[src/logic/fft_scale_defs.svh]
// Purpose: Constants for the FFT block-floating-point scaling stage
// Assumes: Q1.15 operands, 17-bit adder results, 35-bit accumulator
// Notes:   Definitions only; included by bare name
// ====================================================================
// Overview of operation
// - Operands and coefficients are signed two's-complement fractions.
// - Accumulation stays at 35 bits; a rounded 16-bit value goes out.
// - Halving option takes the accumulator slice weighted 2^1..2^-14.
// - Full-range option limits the coefficient to -1+1 LSB and takes 2^0..2^-15.
// - Either adder output at or above 0.5 latches a matching shift code.
// - The code latched in one stage right-shifts all operands of the next.
// - The difference output has its own duplicate overflow detection.
// - Without a shifter, only sign and top fifteen fraction bits pass.
`ifndef FFT_SCALE_DEFS_SVH
`define FFT_SCALE_DEFS_SVH

// ====================================================================
// Register map
`define REG_CTRL_OFS 8'h00
`define REG_STATUS_OFS 8'h04
`define CTRL_FULL_BIT 0
`define CTRL_ROUND_BIT 1
`define CTRL_SCALE_BIT 2
`define CTRL_CLR_BIT 3
`define CTRL_FULL_RST 1'b1
`define CTRL_ROUND_RST 1'b1
`define CTRL_SCALE_RST 1'b1
`define STAT_ACTIVE_LSB 0
`define STAT_PEND_LSB 4
`define STAT_COUNT_LSB 8
`define RESP_OKAY 2'b00
`define RESP_SLVERR 2'b10

// ====================================================================
// Datapath constants
`define HALVED_MSB 31
`define HALVED_LSB 16
`define FULL_MSB 30
`define FULL_LSB 15
`define HALVED_RND 36'h000008000
`define FULL_RND 36'h000004000
`define COEF_MOST_NEG 16'h8000
`define COEF_LIMIT 16'h8001
`define HALF_Q 17'h04000
`define ONE_Q 17'h08000

`endif

[src/logic/fft_scale_pkg.sv]
// Purpose: Types shared by the scaling stage
// Assumes: Constants live in fft_scale_defs.svh
// Notes:   No imports; users write fft_scale_pkg::name
package fft_scale_pkg;

  // ==================================================================
  // Types
  typedef logic [1:0] shift_code_t;

  typedef struct packed {
    logic [16:0] sum;
    logic [16:0] diff;
  } adder_pair_t;

  typedef struct packed {
    logic scale_en;
    logic round_en;
    logic full_range;
  } ctrl_t;

  typedef enum logic [1:0] {
    WR_COLLECT = 2'b00,
    WR_EXEC = 2'b01,
    WR_RESP = 2'b11
  } wr_state_t;

endpackage

[src/logic/operand_barrel_shift.sv]
// Purpose: Registered arithmetic right shift of one operand
// Assumes: Code is stable for a whole FFT stage
// Notes:   One cycle latency, valid follows data
`timescale 1ns/1ns
module operand_barrel_shift #(
  parameter int W = 16
) (
  input wire logic clk_i,
  input wire logic rst_i,
  input wire logic in_valid_i,
  input wire logic [W-1:0] in_data_i,
  input wire fft_scale_pkg::shift_code_t code_i,
  output logic out_valid_o,
  output logic [W-1:0] out_data_o
);

  // ==================================================================
  // Shift stage
  always_ff @(posedge clk_i or posedge rst_i) begin
    if (rst_i) begin
      out_valid_o <= 1'b0;
    end else begin
      out_valid_o <= in_valid_i;
    end
  end

  // Sign is replicated so a scaled fraction keeps its sign
  always_ff @(posedge clk_i or posedge rst_i) begin
    if (rst_i) begin
      out_data_o <= '0;
    end else if (in_valid_i) begin
      out_data_o <= W'($signed(in_data_i) >>> code_i);
    end
  end

endmodule // operand_barrel_shift

[src/logic/fft_block_float_scaling.sv]
// Purpose: Overflow, underflow and precision stage of an FFT butterfly
// Assumes: All datapath inputs come from logic on CLOCK_I
// Notes:   Registers over AXI4-Lite; one write and one read at a time
`timescale 1ns/1ns
`include "fft_scale_defs.svh"
module fft_block_float_scaling #(
  parameter int ADDR_W = 8,
  parameter bit SHIFTER_FITTED = 1'b1
) (
  input wire logic CLOCK_I,
  input wire logic SYS_RST_I,
  input wire logic [ADDR_W-1:0] AWADDR_I,
  input wire logic AWVALID_I,
  output logic AWREADY_O,
  input wire logic [31:0] WDATA_I,
  input wire logic [3:0] WSTRB_I,
  input wire logic WVALID_I,
  output logic WREADY_O,
  output logic [1:0] BRESP_O,
  output logic BVALID_O,
  input wire logic BREADY_I,
  input wire logic [ADDR_W-1:0] ARADDR_I,
  input wire logic ARVALID_I,
  output logic ARREADY_O,
  output logic [31:0] RDATA_O,
  output logic [1:0] RRESP_O,
  output logic RVALID_O,
  input wire logic RREADY_I,
  input wire logic [34:0] MAC_ACC_I,
  input wire logic MAC_VALID_I,
  output logic [15:0] MAC_OPERAND_O,
  output logic MAC_OPERAND_VALID_O,
  input wire logic [15:0] COEF_I,
  input wire logic COEF_VALID_I,
  output logic [15:0] COEF_O,
  output logic COEF_VALID_O,
  input wire fft_scale_pkg::adder_pair_t ADDER_PAIR_I,
  input wire logic ADD_VALID_I,
  input wire logic STAGE_START_I,
  input wire logic FIRST_STAGE_I,
  input wire logic [15:0] OPERAND_I,
  input wire logic OPERAND_VALID_I,
  output logic [15:0] SCALED_OPERAND_O,
  output logic SCALED_VALID_O,
  output fft_scale_pkg::shift_code_t SHIFT_CODE_O,
  output logic ROUND_CONTROL_O
);

  // ==================================================================
  // Functions
  function automatic fft_scale_pkg::shift_code_t shift_need(
    input logic [16:0] v
  );
    logic [16:0] mag;
    mag = v[16] ? 17'(~v + 17'h00001) : v;
    if (mag >= `ONE_Q) begin
      return 2'h2;
    end else if (mag >= `HALF_Q) begin
      return 2'h1;
    end else begin
      return 2'h0;
    end
  endfunction

  function automatic fft_scale_pkg::shift_code_t code_max(
    input fft_scale_pkg::shift_code_t a,
    input fft_scale_pkg::shift_code_t b
  );
    return (a > b) ? a : b;
  endfunction

  function automatic logic is_ctrl(input logic [ADDR_W-1:0] a);
    return a[7:0] == `REG_CTRL_OFS;
  endfunction

  function automatic logic is_status(input logic [ADDR_W-1:0] a);
    return a[7:0] == `REG_STATUS_OFS;
  endfunction

  // ==================================================================
  // Declarations
  fft_scale_pkg::ctrl_t ctrl_ff;
  fft_scale_pkg::wr_state_t wr_state_ff;
  fft_scale_pkg::shift_code_t pend_code_ff;
  fft_scale_pkg::shift_code_t active_code_ff;
  fft_scale_pkg::shift_code_t sum_need;
  fft_scale_pkg::shift_code_t diff_need;
  fft_scale_pkg::shift_code_t nxt_pend;
  logic aw_held_ff;
  logic w_held_ff;
  logic [ADDR_W-1:0] aw_addr_ff;
  logic [31:0] w_data_ff;
  logic [3:0] w_strb_ff;
  logic [7:0] stage_count_ff;
  logic code_clr;
  logic use_full;
  logic [35:0] round_add;
  logic [35:0] rnd_sum;
  logic [15:0] mac_slice;
  logic aw_hs;
  logic w_hs;

  // ==================================================================
  // AXI4-Lite write channel
  assign aw_hs = AWVALID_I && AWREADY_O;
  assign w_hs = WVALID_I && WREADY_O;
  assign AWREADY_O = (wr_state_ff == fft_scale_pkg::WR_COLLECT) &&
                     !aw_held_ff;
  assign WREADY_O = (wr_state_ff == fft_scale_pkg::WR_COLLECT) &&
                    !w_held_ff;
  assign BVALID_O = (wr_state_ff == fft_scale_pkg::WR_RESP);

  always_ff @(posedge CLOCK_I or posedge SYS_RST_I) begin
    if (SYS_RST_I) begin
      wr_state_ff <= fft_scale_pkg::WR_COLLECT;
    end else begin
      case (wr_state_ff)
        fft_scale_pkg::WR_COLLECT: begin
          if ((aw_held_ff || aw_hs) && (w_held_ff || w_hs)) begin
            wr_state_ff <= fft_scale_pkg::WR_EXEC;
          end
        end
        fft_scale_pkg::WR_EXEC: begin
          wr_state_ff <= fft_scale_pkg::WR_RESP;
        end
        default: begin
          if (BREADY_I) begin
            wr_state_ff <= fft_scale_pkg::WR_COLLECT;
          end
        end
      endcase
    end
  end

  // Address and data may arrive in either order
  always_ff @(posedge CLOCK_I or posedge SYS_RST_I) begin
    if (SYS_RST_I) begin
      aw_held_ff <= 1'b0;
      w_held_ff <= 1'b0;
      aw_addr_ff <= '0;
      w_data_ff <= '0;
      w_strb_ff <= '0;
    end else if (wr_state_ff == fft_scale_pkg::WR_EXEC) begin
      aw_held_ff <= 1'b0;
      w_held_ff <= 1'b0;
    end else begin
      if (aw_hs) begin
        aw_held_ff <= 1'b1;
        aw_addr_ff <= AWADDR_I;
      end
      if (w_hs) begin
        w_held_ff <= 1'b1;
        w_data_ff <= WDATA_I;
        w_strb_ff <= WSTRB_I;
      end
    end
  end

  always_ff @(posedge CLOCK_I or posedge SYS_RST_I) begin
    if (SYS_RST_I) begin
      BRESP_O <= `RESP_OKAY;
    end else if (wr_state_ff == fft_scale_pkg::WR_EXEC) begin
      if (is_ctrl(aw_addr_ff) || is_status(aw_addr_ff)) begin
        BRESP_O <= `RESP_OKAY;
      end else begin
        BRESP_O <= `RESP_SLVERR;
      end
    end
  end

  // Only byte lane 0 holds control bits
  always_ff @(posedge CLOCK_I or posedge SYS_RST_I) begin
    if (SYS_RST_I) begin
      ctrl_ff.full_range <= `CTRL_FULL_RST;
      ctrl_ff.round_en <= `CTRL_ROUND_RST;
      ctrl_ff.scale_en <= `CTRL_SCALE_RST;
    end else if (wr_state_ff == fft_scale_pkg::WR_EXEC &&
                 is_ctrl(aw_addr_ff) && w_strb_ff[0]) begin
      ctrl_ff.full_range <= w_data_ff[`CTRL_FULL_BIT];
      ctrl_ff.round_en <= w_data_ff[`CTRL_ROUND_BIT];
      ctrl_ff.scale_en <= w_data_ff[`CTRL_SCALE_BIT];
    end
  end

  assign code_clr = (wr_state_ff == fft_scale_pkg::WR_EXEC) &&
                    is_ctrl(aw_addr_ff) && w_strb_ff[0] &&
                    w_data_ff[`CTRL_CLR_BIT];

  // ==================================================================
  // AXI4-Lite read channel
  assign ARREADY_O = !RVALID_O;

  always_ff @(posedge CLOCK_I or posedge SYS_RST_I) begin
    if (SYS_RST_I) begin
      RVALID_O <= 1'b0;
      RDATA_O <= '0;
      RRESP_O <= `RESP_OKAY;
    end else if (ARVALID_I && ARREADY_O) begin
      RVALID_O <= 1'b1;
      RRESP_O <= `RESP_OKAY;
      RDATA_O <= '0;
      if (is_ctrl(ARADDR_I)) begin
        RDATA_O[`CTRL_FULL_BIT] <= ctrl_ff.full_range;
        RDATA_O[`CTRL_ROUND_BIT] <= ctrl_ff.round_en;
        RDATA_O[`CTRL_SCALE_BIT] <= ctrl_ff.scale_en;
      end else if (is_status(ARADDR_I)) begin
        RDATA_O[`STAT_ACTIVE_LSB +: 2] <= active_code_ff;
        RDATA_O[`STAT_PEND_LSB +: 2] <= pend_code_ff;
        RDATA_O[`STAT_COUNT_LSB +: 8] <= stage_count_ff;
      end else begin
        RRESP_O <= `RESP_SLVERR;
      end
    end else if (RREADY_I) begin
      RVALID_O <= 1'b0;
    end
  end

  // ==================================================================
  // Multiplier-accumulator slice select and rounding
  // Halving costs one bit of precision but is safe for any coefficient
  assign use_full = ctrl_ff.full_range && SHIFTER_FITTED;
  assign ROUND_CONTROL_O = ctrl_ff.round_en;

  always_comb begin
    round_add = '0;
    if (ctrl_ff.round_en) begin
      round_add = use_full ? `FULL_RND : `HALVED_RND;
    end
    rnd_sum = 36'({MAC_ACC_I[34], MAC_ACC_I} + round_add);
    if (use_full) begin
      mac_slice = rnd_sum[`FULL_MSB:`FULL_LSB];
    end else begin
      mac_slice = rnd_sum[`HALVED_MSB:`HALVED_LSB];
    end
  end

  always_ff @(posedge CLOCK_I or posedge SYS_RST_I) begin
    if (SYS_RST_I) begin
      MAC_OPERAND_VALID_O <= 1'b0;
      MAC_OPERAND_O <= '0;
    end else begin
      MAC_OPERAND_VALID_O <= MAC_VALID_I;
      if (MAC_VALID_I) begin
        MAC_OPERAND_O <= mac_slice;
      end
    end
  end

  // Full-range mode relies on the product staying below 1.0
  always_ff @(posedge CLOCK_I or posedge SYS_RST_I) begin
    if (SYS_RST_I) begin
      COEF_VALID_O <= 1'b0;
      COEF_O <= '0;
    end else begin
      COEF_VALID_O <= COEF_VALID_I;
      if (COEF_VALID_I) begin
        if (use_full && COEF_I == `COEF_MOST_NEG) begin
          COEF_O <= `COEF_LIMIT;
        end else begin
          COEF_O <= COEF_I;
        end
      end
    end
  end

  // ==================================================================
  // Shift encoder
  assign sum_need = shift_need(ADDER_PAIR_I.sum);
  assign diff_need = shift_need(ADDER_PAIR_I.diff);
  assign nxt_pend = ADD_VALID_I ? code_max(sum_need, diff_need) : 2'h0;

  // Same-cycle adder results count toward the new stage
  always_ff @(posedge CLOCK_I or posedge SYS_RST_I) begin
    if (SYS_RST_I) begin
      pend_code_ff <= '0;
    end else if (code_clr) begin
      pend_code_ff <= '0;
    end else if (FIRST_STAGE_I || STAGE_START_I) begin
      pend_code_ff <= nxt_pend;
    end else begin
      pend_code_ff <= code_max(pend_code_ff, nxt_pend);
    end
  end

  always_ff @(posedge CLOCK_I or posedge SYS_RST_I) begin
    if (SYS_RST_I) begin
      active_code_ff <= '0;
    end else if (FIRST_STAGE_I || code_clr) begin
      active_code_ff <= '0;
    end else if (STAGE_START_I) begin
      active_code_ff <= ctrl_ff.scale_en ? pend_code_ff : 2'h0;
    end
  end

  always_ff @(posedge CLOCK_I or posedge SYS_RST_I) begin
    if (SYS_RST_I) begin
      stage_count_ff <= '0;
    end else if (FIRST_STAGE_I) begin
      stage_count_ff <= 8'h01;
    end else if (STAGE_START_I) begin
      stage_count_ff <= 8'(stage_count_ff + 8'h01);
    end
  end

  assign SHIFT_CODE_O = active_code_ff;

  // ==================================================================
  // Operand scaling for the next stage
  operand_barrel_shift #(
    .W(16)
  ) u_shift (
    .clk_i(CLOCK_I),
    .rst_i(SYS_RST_I),
    .in_valid_i(OPERAND_VALID_I),
    .in_data_i(OPERAND_I),
    .code_i(SHIFTER_FITTED ? active_code_ff : 2'h0),
    .out_valid_o(SCALED_VALID_O),
    .out_data_o(SCALED_OPERAND_O)
  );
endmodule // fft_block_float_scaling

[config.mk]
export PLATFORM = sky130hd
export DESIGN_NAME = fft_block_float_scaling
export DESIGN_NICKNAME = d
export VERILOG_FILES = /design/src/logic/fft_scale_pkg.sv /design/src/logic/operand_barrel_shift.sv /design/src/logic/fft_block_float_scaling.sv
export VERILOG_INCLUDE_DIRS = /design/src /design/src/logic
export SDC_FILE = /design/constraint.sdc
export NUM_CORES = 1
export LEC_CHECK = 0
export ABC_CLOCK_PERIOD_IN_PS = 3500
export BUFFER_PORTS_ARGS = -buffer_cell sky130_fd_sc_hd__clkbuf_2
export CAP_MARGIN = 20
export CORE_MARGIN = 10
export CORE_UTILIZATION = 46
export CTS_CLUSTER_SIZE = 30
export DETAILED_ROUTE_END_ITERATION = 16
export PLACE_DENSITY = 0.8
export RECOVER_POWER = 50
export REMOVE_ABC_BUFFERS = 1
export SLEW_MARGIN = 10
export SYNTH_ARGS = -nofsm -noshare
export SYNTH_HDL_FRONTEND = slang
export SYNTH_SLANG_ARGS = --single-unit
[constraint.sdc]
create_clock -name CLOCK_I -period 3.5 [get_ports CLOCK_I]
set_clock_uncertainty 0.2 [all_clocks]
set_input_delay 0.35 -clock CLOCK_I [delete_from_list [all_inputs] [get_ports CLOCK_I]]
set_output_delay 0.35 -clock CLOCK_I [all_outputs]
set_load 0.01 [all_outputs]
Word level (Yosys, flattened, before mapping):

Cells that the tools add are included.

* word-level logic and storage cells: 112
* output and inout port bits: 95
* flip-flop bits (word level): 101
* input bits: 166

* reduce and logical (&&, ||, !) cells: 30
* $add $sub $neg: 4
* $lt $le $gt $ge: 6
* equal/unequal tests: 7
* bitwise operators: 3
* muxes and demuxes: 39
* shifts and indexed selects: 1

Operator list (count)
* $mux W16: 4
* $mux W2: 19
* $add A17 B1 Y17 const B: 2
* $ge A17 B15 Y1 const B: 2
* $ge A17 B16 Y1 const B: 2
* $mux W17: 2
* $not A17 Y17: 2
* $add A32 B32 Y32: 1
* $mux W8: 4
* $eq A16 B16 Y1 const B: 1
* $eq A8 B3 Y1 const B: 2
* $logic_not A8 Y1: 2
* $sshr A16 B2 Y16: 1
* $logic_and A1 B1 Y1: 10
* $reduce_bool A2 Y1: 5
* $mux W1: 9
* $add A8 B1 Y8 const B: 1
* $reduce_and A2 Y1: 3
* $logic_or A1 B1 Y1: 5
* $gt A2 B2 Y1: 2
* $pmux W2 S2: 1
* $logic_not A1 Y1: 3
* $ne A3 B3 Y1 const B: 1
* $reduce_bool A3 Y1: 1
* 5 further kinds: 5

Depth between registers and ports, before layout:

* depth after elaboration: 13
* mapped depth: 19
* depth with buffers taken out: 19

Hierarchy:

From an unflattened synthesis, not the netlist that was laid out.

* cell total of the unflattened synthesis: 489
* area total of the unflattened synthesis: 5231.3 um^2

Modules (own cells, without submodules)
* fft_block_float_scaling: cells each 414, area an instance 4334.2 um^2, seq. area each 2055.7 um^2, times used 1
* operand_barrel_shift: cells each 75, area an instance 897.1 um^2, seq. area each 425.4 um^2, times used 1

Least setup slack after synthesis:

OpenSTA, ideal clock, no wires.

* path kind: input -> register
* start: input port ADDER_PAIR_I[17] (netlist name)
* end: register pend_code_ff[0]
* path buffers: 0
* arrival: 3077 ps
* library setup time: 126 ps
* data required time: 3174 ps
* stages: 17
* setup slack: 97 ps
* cell sequence: inv_1 ha_1 or4_4 o22ai_1 a21oi_1 nand2_2 inv_1 ha_1 nor3_1 o32ai_2 a22oi_1 nor2b_1 ha_1 a21oi_1 nand2_1 nand2_1 o31ai_2

* longest elaborated chain between the ends: 12
* elaborated cells on any way between the ends: 15
* those cells by class: add/sub (1); order compare (4); eq/ne (1); mux (8); bitwise (1)

RTL lines
* start: declaration: line fft_block_float_scaling.sv:37 `input wire fft_scale_pkg::adder_pair_t ADDER_PAIR_I,`
* $not A17 Y17: line fft_block_float_scaling.sv:55 `mag = v[16] ? 17'(~v + 17'h00001) : v;`
* $add A17 B1 Y17: line fft_block_float_scaling.sv:55
* $mux W17 *: line fft_block_float_scaling.sv:55
* $ge A17 B15 Y1 (no source line)
* $mux W1: line fft_block_float_scaling.sv:58 `` end else if (mag >= `HALF_Q) begin ``
* $mux W2 *: line fft_block_float_scaling.sv:56 `` if (mag >= `ONE_Q) begin ``
* $gt A2 B2 Y1: line fft_block_float_scaling.sv:69 `return (a > b) ? a : b;`
* $mux W2 *: line fft_block_float_scaling.sv:69
* $mux W2 *: line fft_block_float_scaling.sv:270 `assign nxt_pend = ADD_VALID_I ? code_max(sum_need, diff_need) : 2'h0;`
* branches (longest 3 deep; another with $gt A2 B2 Y1)
* end signal: assignment: line fft_block_float_scaling.sv:279 `pend_code_ff <= nxt_pend;`
* end signal: assignment: line fft_block_float_scaling.sv:281 `pend_code_ff <= code_max(pend_code_ff, nxt_pend);`
* end: declaration: line fft_block_float_scaling.sv:84 `fft_scale_pkg::shift_code_t pend_code_ff;`

Mark *: on every way between the ends. The select of a mux whose other input is x is not followed.
A chain may end at the register's enable or synchronous reset.

Final worst setup path:

Ends and elaborated chain as after synthesis.

==> impl_metrics.toml <==
[outcome]
outcome = "complete, but fails checks"
failed_checks = "max-capacitance violations, max-slew violations"

[placed_design]
gp_congestion = 0.850
dpl.hpwl_um = 11300
port_buffers = 191

[critical_path]
crit_top_cell = "ha_1"
path_class = "in -> reg"
cp_slowest_cell = "or4_4"
required_ps = 3520
critical_path.max_stage_delay_ps = 490
arrival_ps = 3230
cp_max_fo = 3
startpoint_type = "input port"
cpLargestDelayFamily = "simple AND/OR/NAND/NOR gates"
critical_path.cell_chain = "clkbuf_2 -> inv_1 -> ha_1 -> or4_4 -> o22ai_1 -> a21oi_1 -> nand2_2 -> inv_1 -> ha_1 -> nor3_4 -> o32ai_2 -> a22oi_2 -> nor2b_1 -> ha_1 -> a21oi_2 -> nand2_1 -> nand2_1 -> o31ai_2"
cp-end-kind = "register"
critical_path_buf_inv_count = 3

[die]
die_y_um = 127
boundaryPins = 261
start_util_pct = 47.7
die-area_um2 = 16000
core_um2 = 11000
die_w_um = 127
rows = 38

[sta]
tightest_slew_ps = 2180
fin_hold_ws_ps = 34.1
period_share_pct = 91.7
finalSetupViolations = 0
slew_viol_final = 61
slew_headroom_pct = -45.6
fmax_mhz = 311
final-hold-violation-count = 0
rsz0062_at_grt = "false"
fin_crit_ps = 3210

[clock_tree]
cts_tree = "done"
cts.clk_slew.worst_paths_ps = 70
cts_buffers = 9
cts-root-buf = "clkbuf_16"
htree_levels = 3
clockBufferDepth = 2
cts_sinks = 99
clock_latency_ps = 340

[hold_path]
min_path_type = "in -> reg"

[power]
leakage_nw = 2.96
vdd_drop_max_uv = 342
switching_share_pct = 30.7
switchingPower_mw = 0.994
p_comb_share_pct = 24.1
power_mw = 3.23
intPower_mw = 2.24
pwr-share-clk_pct = 29.0
power_frac_seq_pct = 46.9
cellPowerDensity_nw_per_um2 = 494

[synthesis]
yosysTopAreaCell = "dfrtp_1"
yosysMostFrequentCell = "dfrtp_1"
synthFlopType = "dfrtp_1"
ys_ff_latch = 99
synth.top_cell.area_share_pct = 45.9
seq_area_frac_synth_pct = 47.4
syn-instance-count = 461
synthTopCellsByArea = "dfrtp_1, mux2_2, mux4_2"
synth_cell_type_count = 64
ys_top_cells_by_count = "dfrtp_1, mux2_2, nand2_1"
async_reset_ff_share_pct = 100
yosysWarnings = 0
synth_area_um2 = 5240
synth-edff-count = 0
syn_area_per_cell_um2 = 11.4

[routing]
wire_per_inst_um = 17.7
route.detailed.drc = 0
firstDrtPassIters = 4
drt_iter0_markers = 212
wl_um = 14300
avgViaCountPerCell = 5.34
detail-route-antenna-nets = 0
vias = 4297

[cells_and_area]
diodes = 0
drive_gt1_share_pct = 33.7
seq_area_um2 = 2480
syn_to_final_growth_pct = 25.1
multi_input_area_um2 = 2540
finish.utilization_pct = 59.6
fin_nets = 835
fillers = 972

[global_route]
grt_pass1_vias = 4811
grt_max_degree = 61
grt_pass1_wl_um = 23500
grt_usage_pct = 17.5
gr-total-overflow = 0
antenna_found_initial = 0

[job]
cap_violations = 1
[cell families (layout without fill, tap and decap cells)]
kind of cell | after synthesis | count (layout) | synth area share, %
adders and majority gates | 9 | 9 | 2.29
muxes | 71 | 71 | 17.6
buffers and inverters | 59 | 243 | 6.12
AOI/OAI and AO/OA | 75 | 75 | 10.0
and+or+nand+nor | 127 | 127 | 13.1
other | 1 | 21 | 0.0716
DFF | 99 | 99 | 47.4
xor gates and xnor gates | 20 | 20 | 3.35
[registers in the layout, indices dropped and copies added (netlist names), 2 cells and up]
name,cells
COEF_O,16
MAC_OPERAND_O,16
RDATA_O,13
SHIFT_CODE_O,2
aw_addr_ff,8
pend_code_ff,2
stage_count_ff,8
u_shift.out_data_o,16
w_data_ff,4
wr_state_ff,2
[timing repair]
| action | 4_1_cts | 5_1_grt |
|---|---|---|
| buffers inserted | 0 | 0 |
| endpoints found under the setup margin | 0 | 2 |
| hold buffers | 3 | 0 |
| hold endpoints to repair | 59 | 0 |
| gates resized for setup | 0 | 6 |
[power by group through the flow]
stage	sequential (mW)	clock, mW	combinational, mW
CTS	1.52	0.967	0.803
global placement	1.52	0	0.759
floorplan	1.54	0	0.427
detailed placement	1.54	0	0.796
finish	1.52	0.937	0.778
global route	1.55	1.01	0.872
[worst reg2reg max path, delay by kind of cell, from the launching register on]
kind                     cells  cell delay (ps)
AND/OR/NAND/NOR              2              430
AO/OA/AOI/OAI                1              260
flip-flops                   1              690
multiplexers                 2              370
buffers and inverters        2              330
adder cells (fa/ha/maj)      1              270
XOR/XNOR                     1              240
[path summary, 6_finish.rpt]
check	start	endpoint	slack, ps	cells after the start
min	WDATA_I[2]	w_data_ff[2]	30	2
max in group asynchronous	SYS_RST_I	use_full	720	4
min in group asynchronous	SYS_RST_I	RVALID_O	1080	3
min reg2reg	RDATA_O[0]	RDATA_O[0]	280	2
max	ADDER_PAIR_I[17]	pend_code_ff[0]	290	18
max reg2reg	use_full	MAC_OPERAND_O[5]	600	9
[layout make-up]
cell class	count	share of cell area, %
multi-input combinational	323	38.8
sequential	99	37.9
timing repair buffer	207	15.2
clock buffer	12	3.76
tap	140	2.68
inverter	20	1.15
clock inverter	4	0.516
[cell usage in the layout (no fill, tap or decap), drive strengths merged, types with 3 or more instances in the layout]
cell / synthesis / final
nand4: 7 / 7
nor4: 11 / 11
a22o: 10 / 10
mux2: 50 / 50
and3: 3 / 3
a21oi: 19 / 19
dfstp: 3 / 3
buf: 25 / 13
a211oi: 4 / 4
or4: 3 / 3
o21ai: 14 / 14
mux2i: 9 / 9
conb: 1 / 21
nor3: 9 / 9
xor2: 14 / 14
nor2b: 6 / 6
o221ai: 9 / 9
a31oi: 4 / 4
xnor2: 6 / 6
and2: 4 / 4
clkbuf: 14 / 203
dfrtp: 96 / 96
nand2: 27 / 27
nand3: 10 / 10
nand2b: 13 / 13
dlygate4sd3: 0 / 3
nor2: 23 / 23
inv: 20 / 22
mux4: 12 / 12
ha: 8 / 8
[stage by stage]
stage / TNS, ps / setup WS (ps) / instance area (µm²) / std cells
3_5_place_dp: -511 / -258 / 6300 / 786
5_1_grt: 0 / 65.0 / 6550 / 805
4_1_cts: 0 / 82.8 / 6610 / 805
3_3_place_gp: -174 / -91.2 / 6300 / 786
6_report: 0 / 289 / 6550 / 805
2_1_floorplan: 0 / 97.2 / 5060 / 442
[per-layer routing]
layer  part of all wire, %  GRT usage, %  up-vias
met3                   8.2          6.29       18
met1                    39          19.7     2081
li1                      -             -     2035
met5                     0             0        -
met2                    52          30.0      163
met4                   1.4          6.30        0
Power figures use the tool's default switching activity.
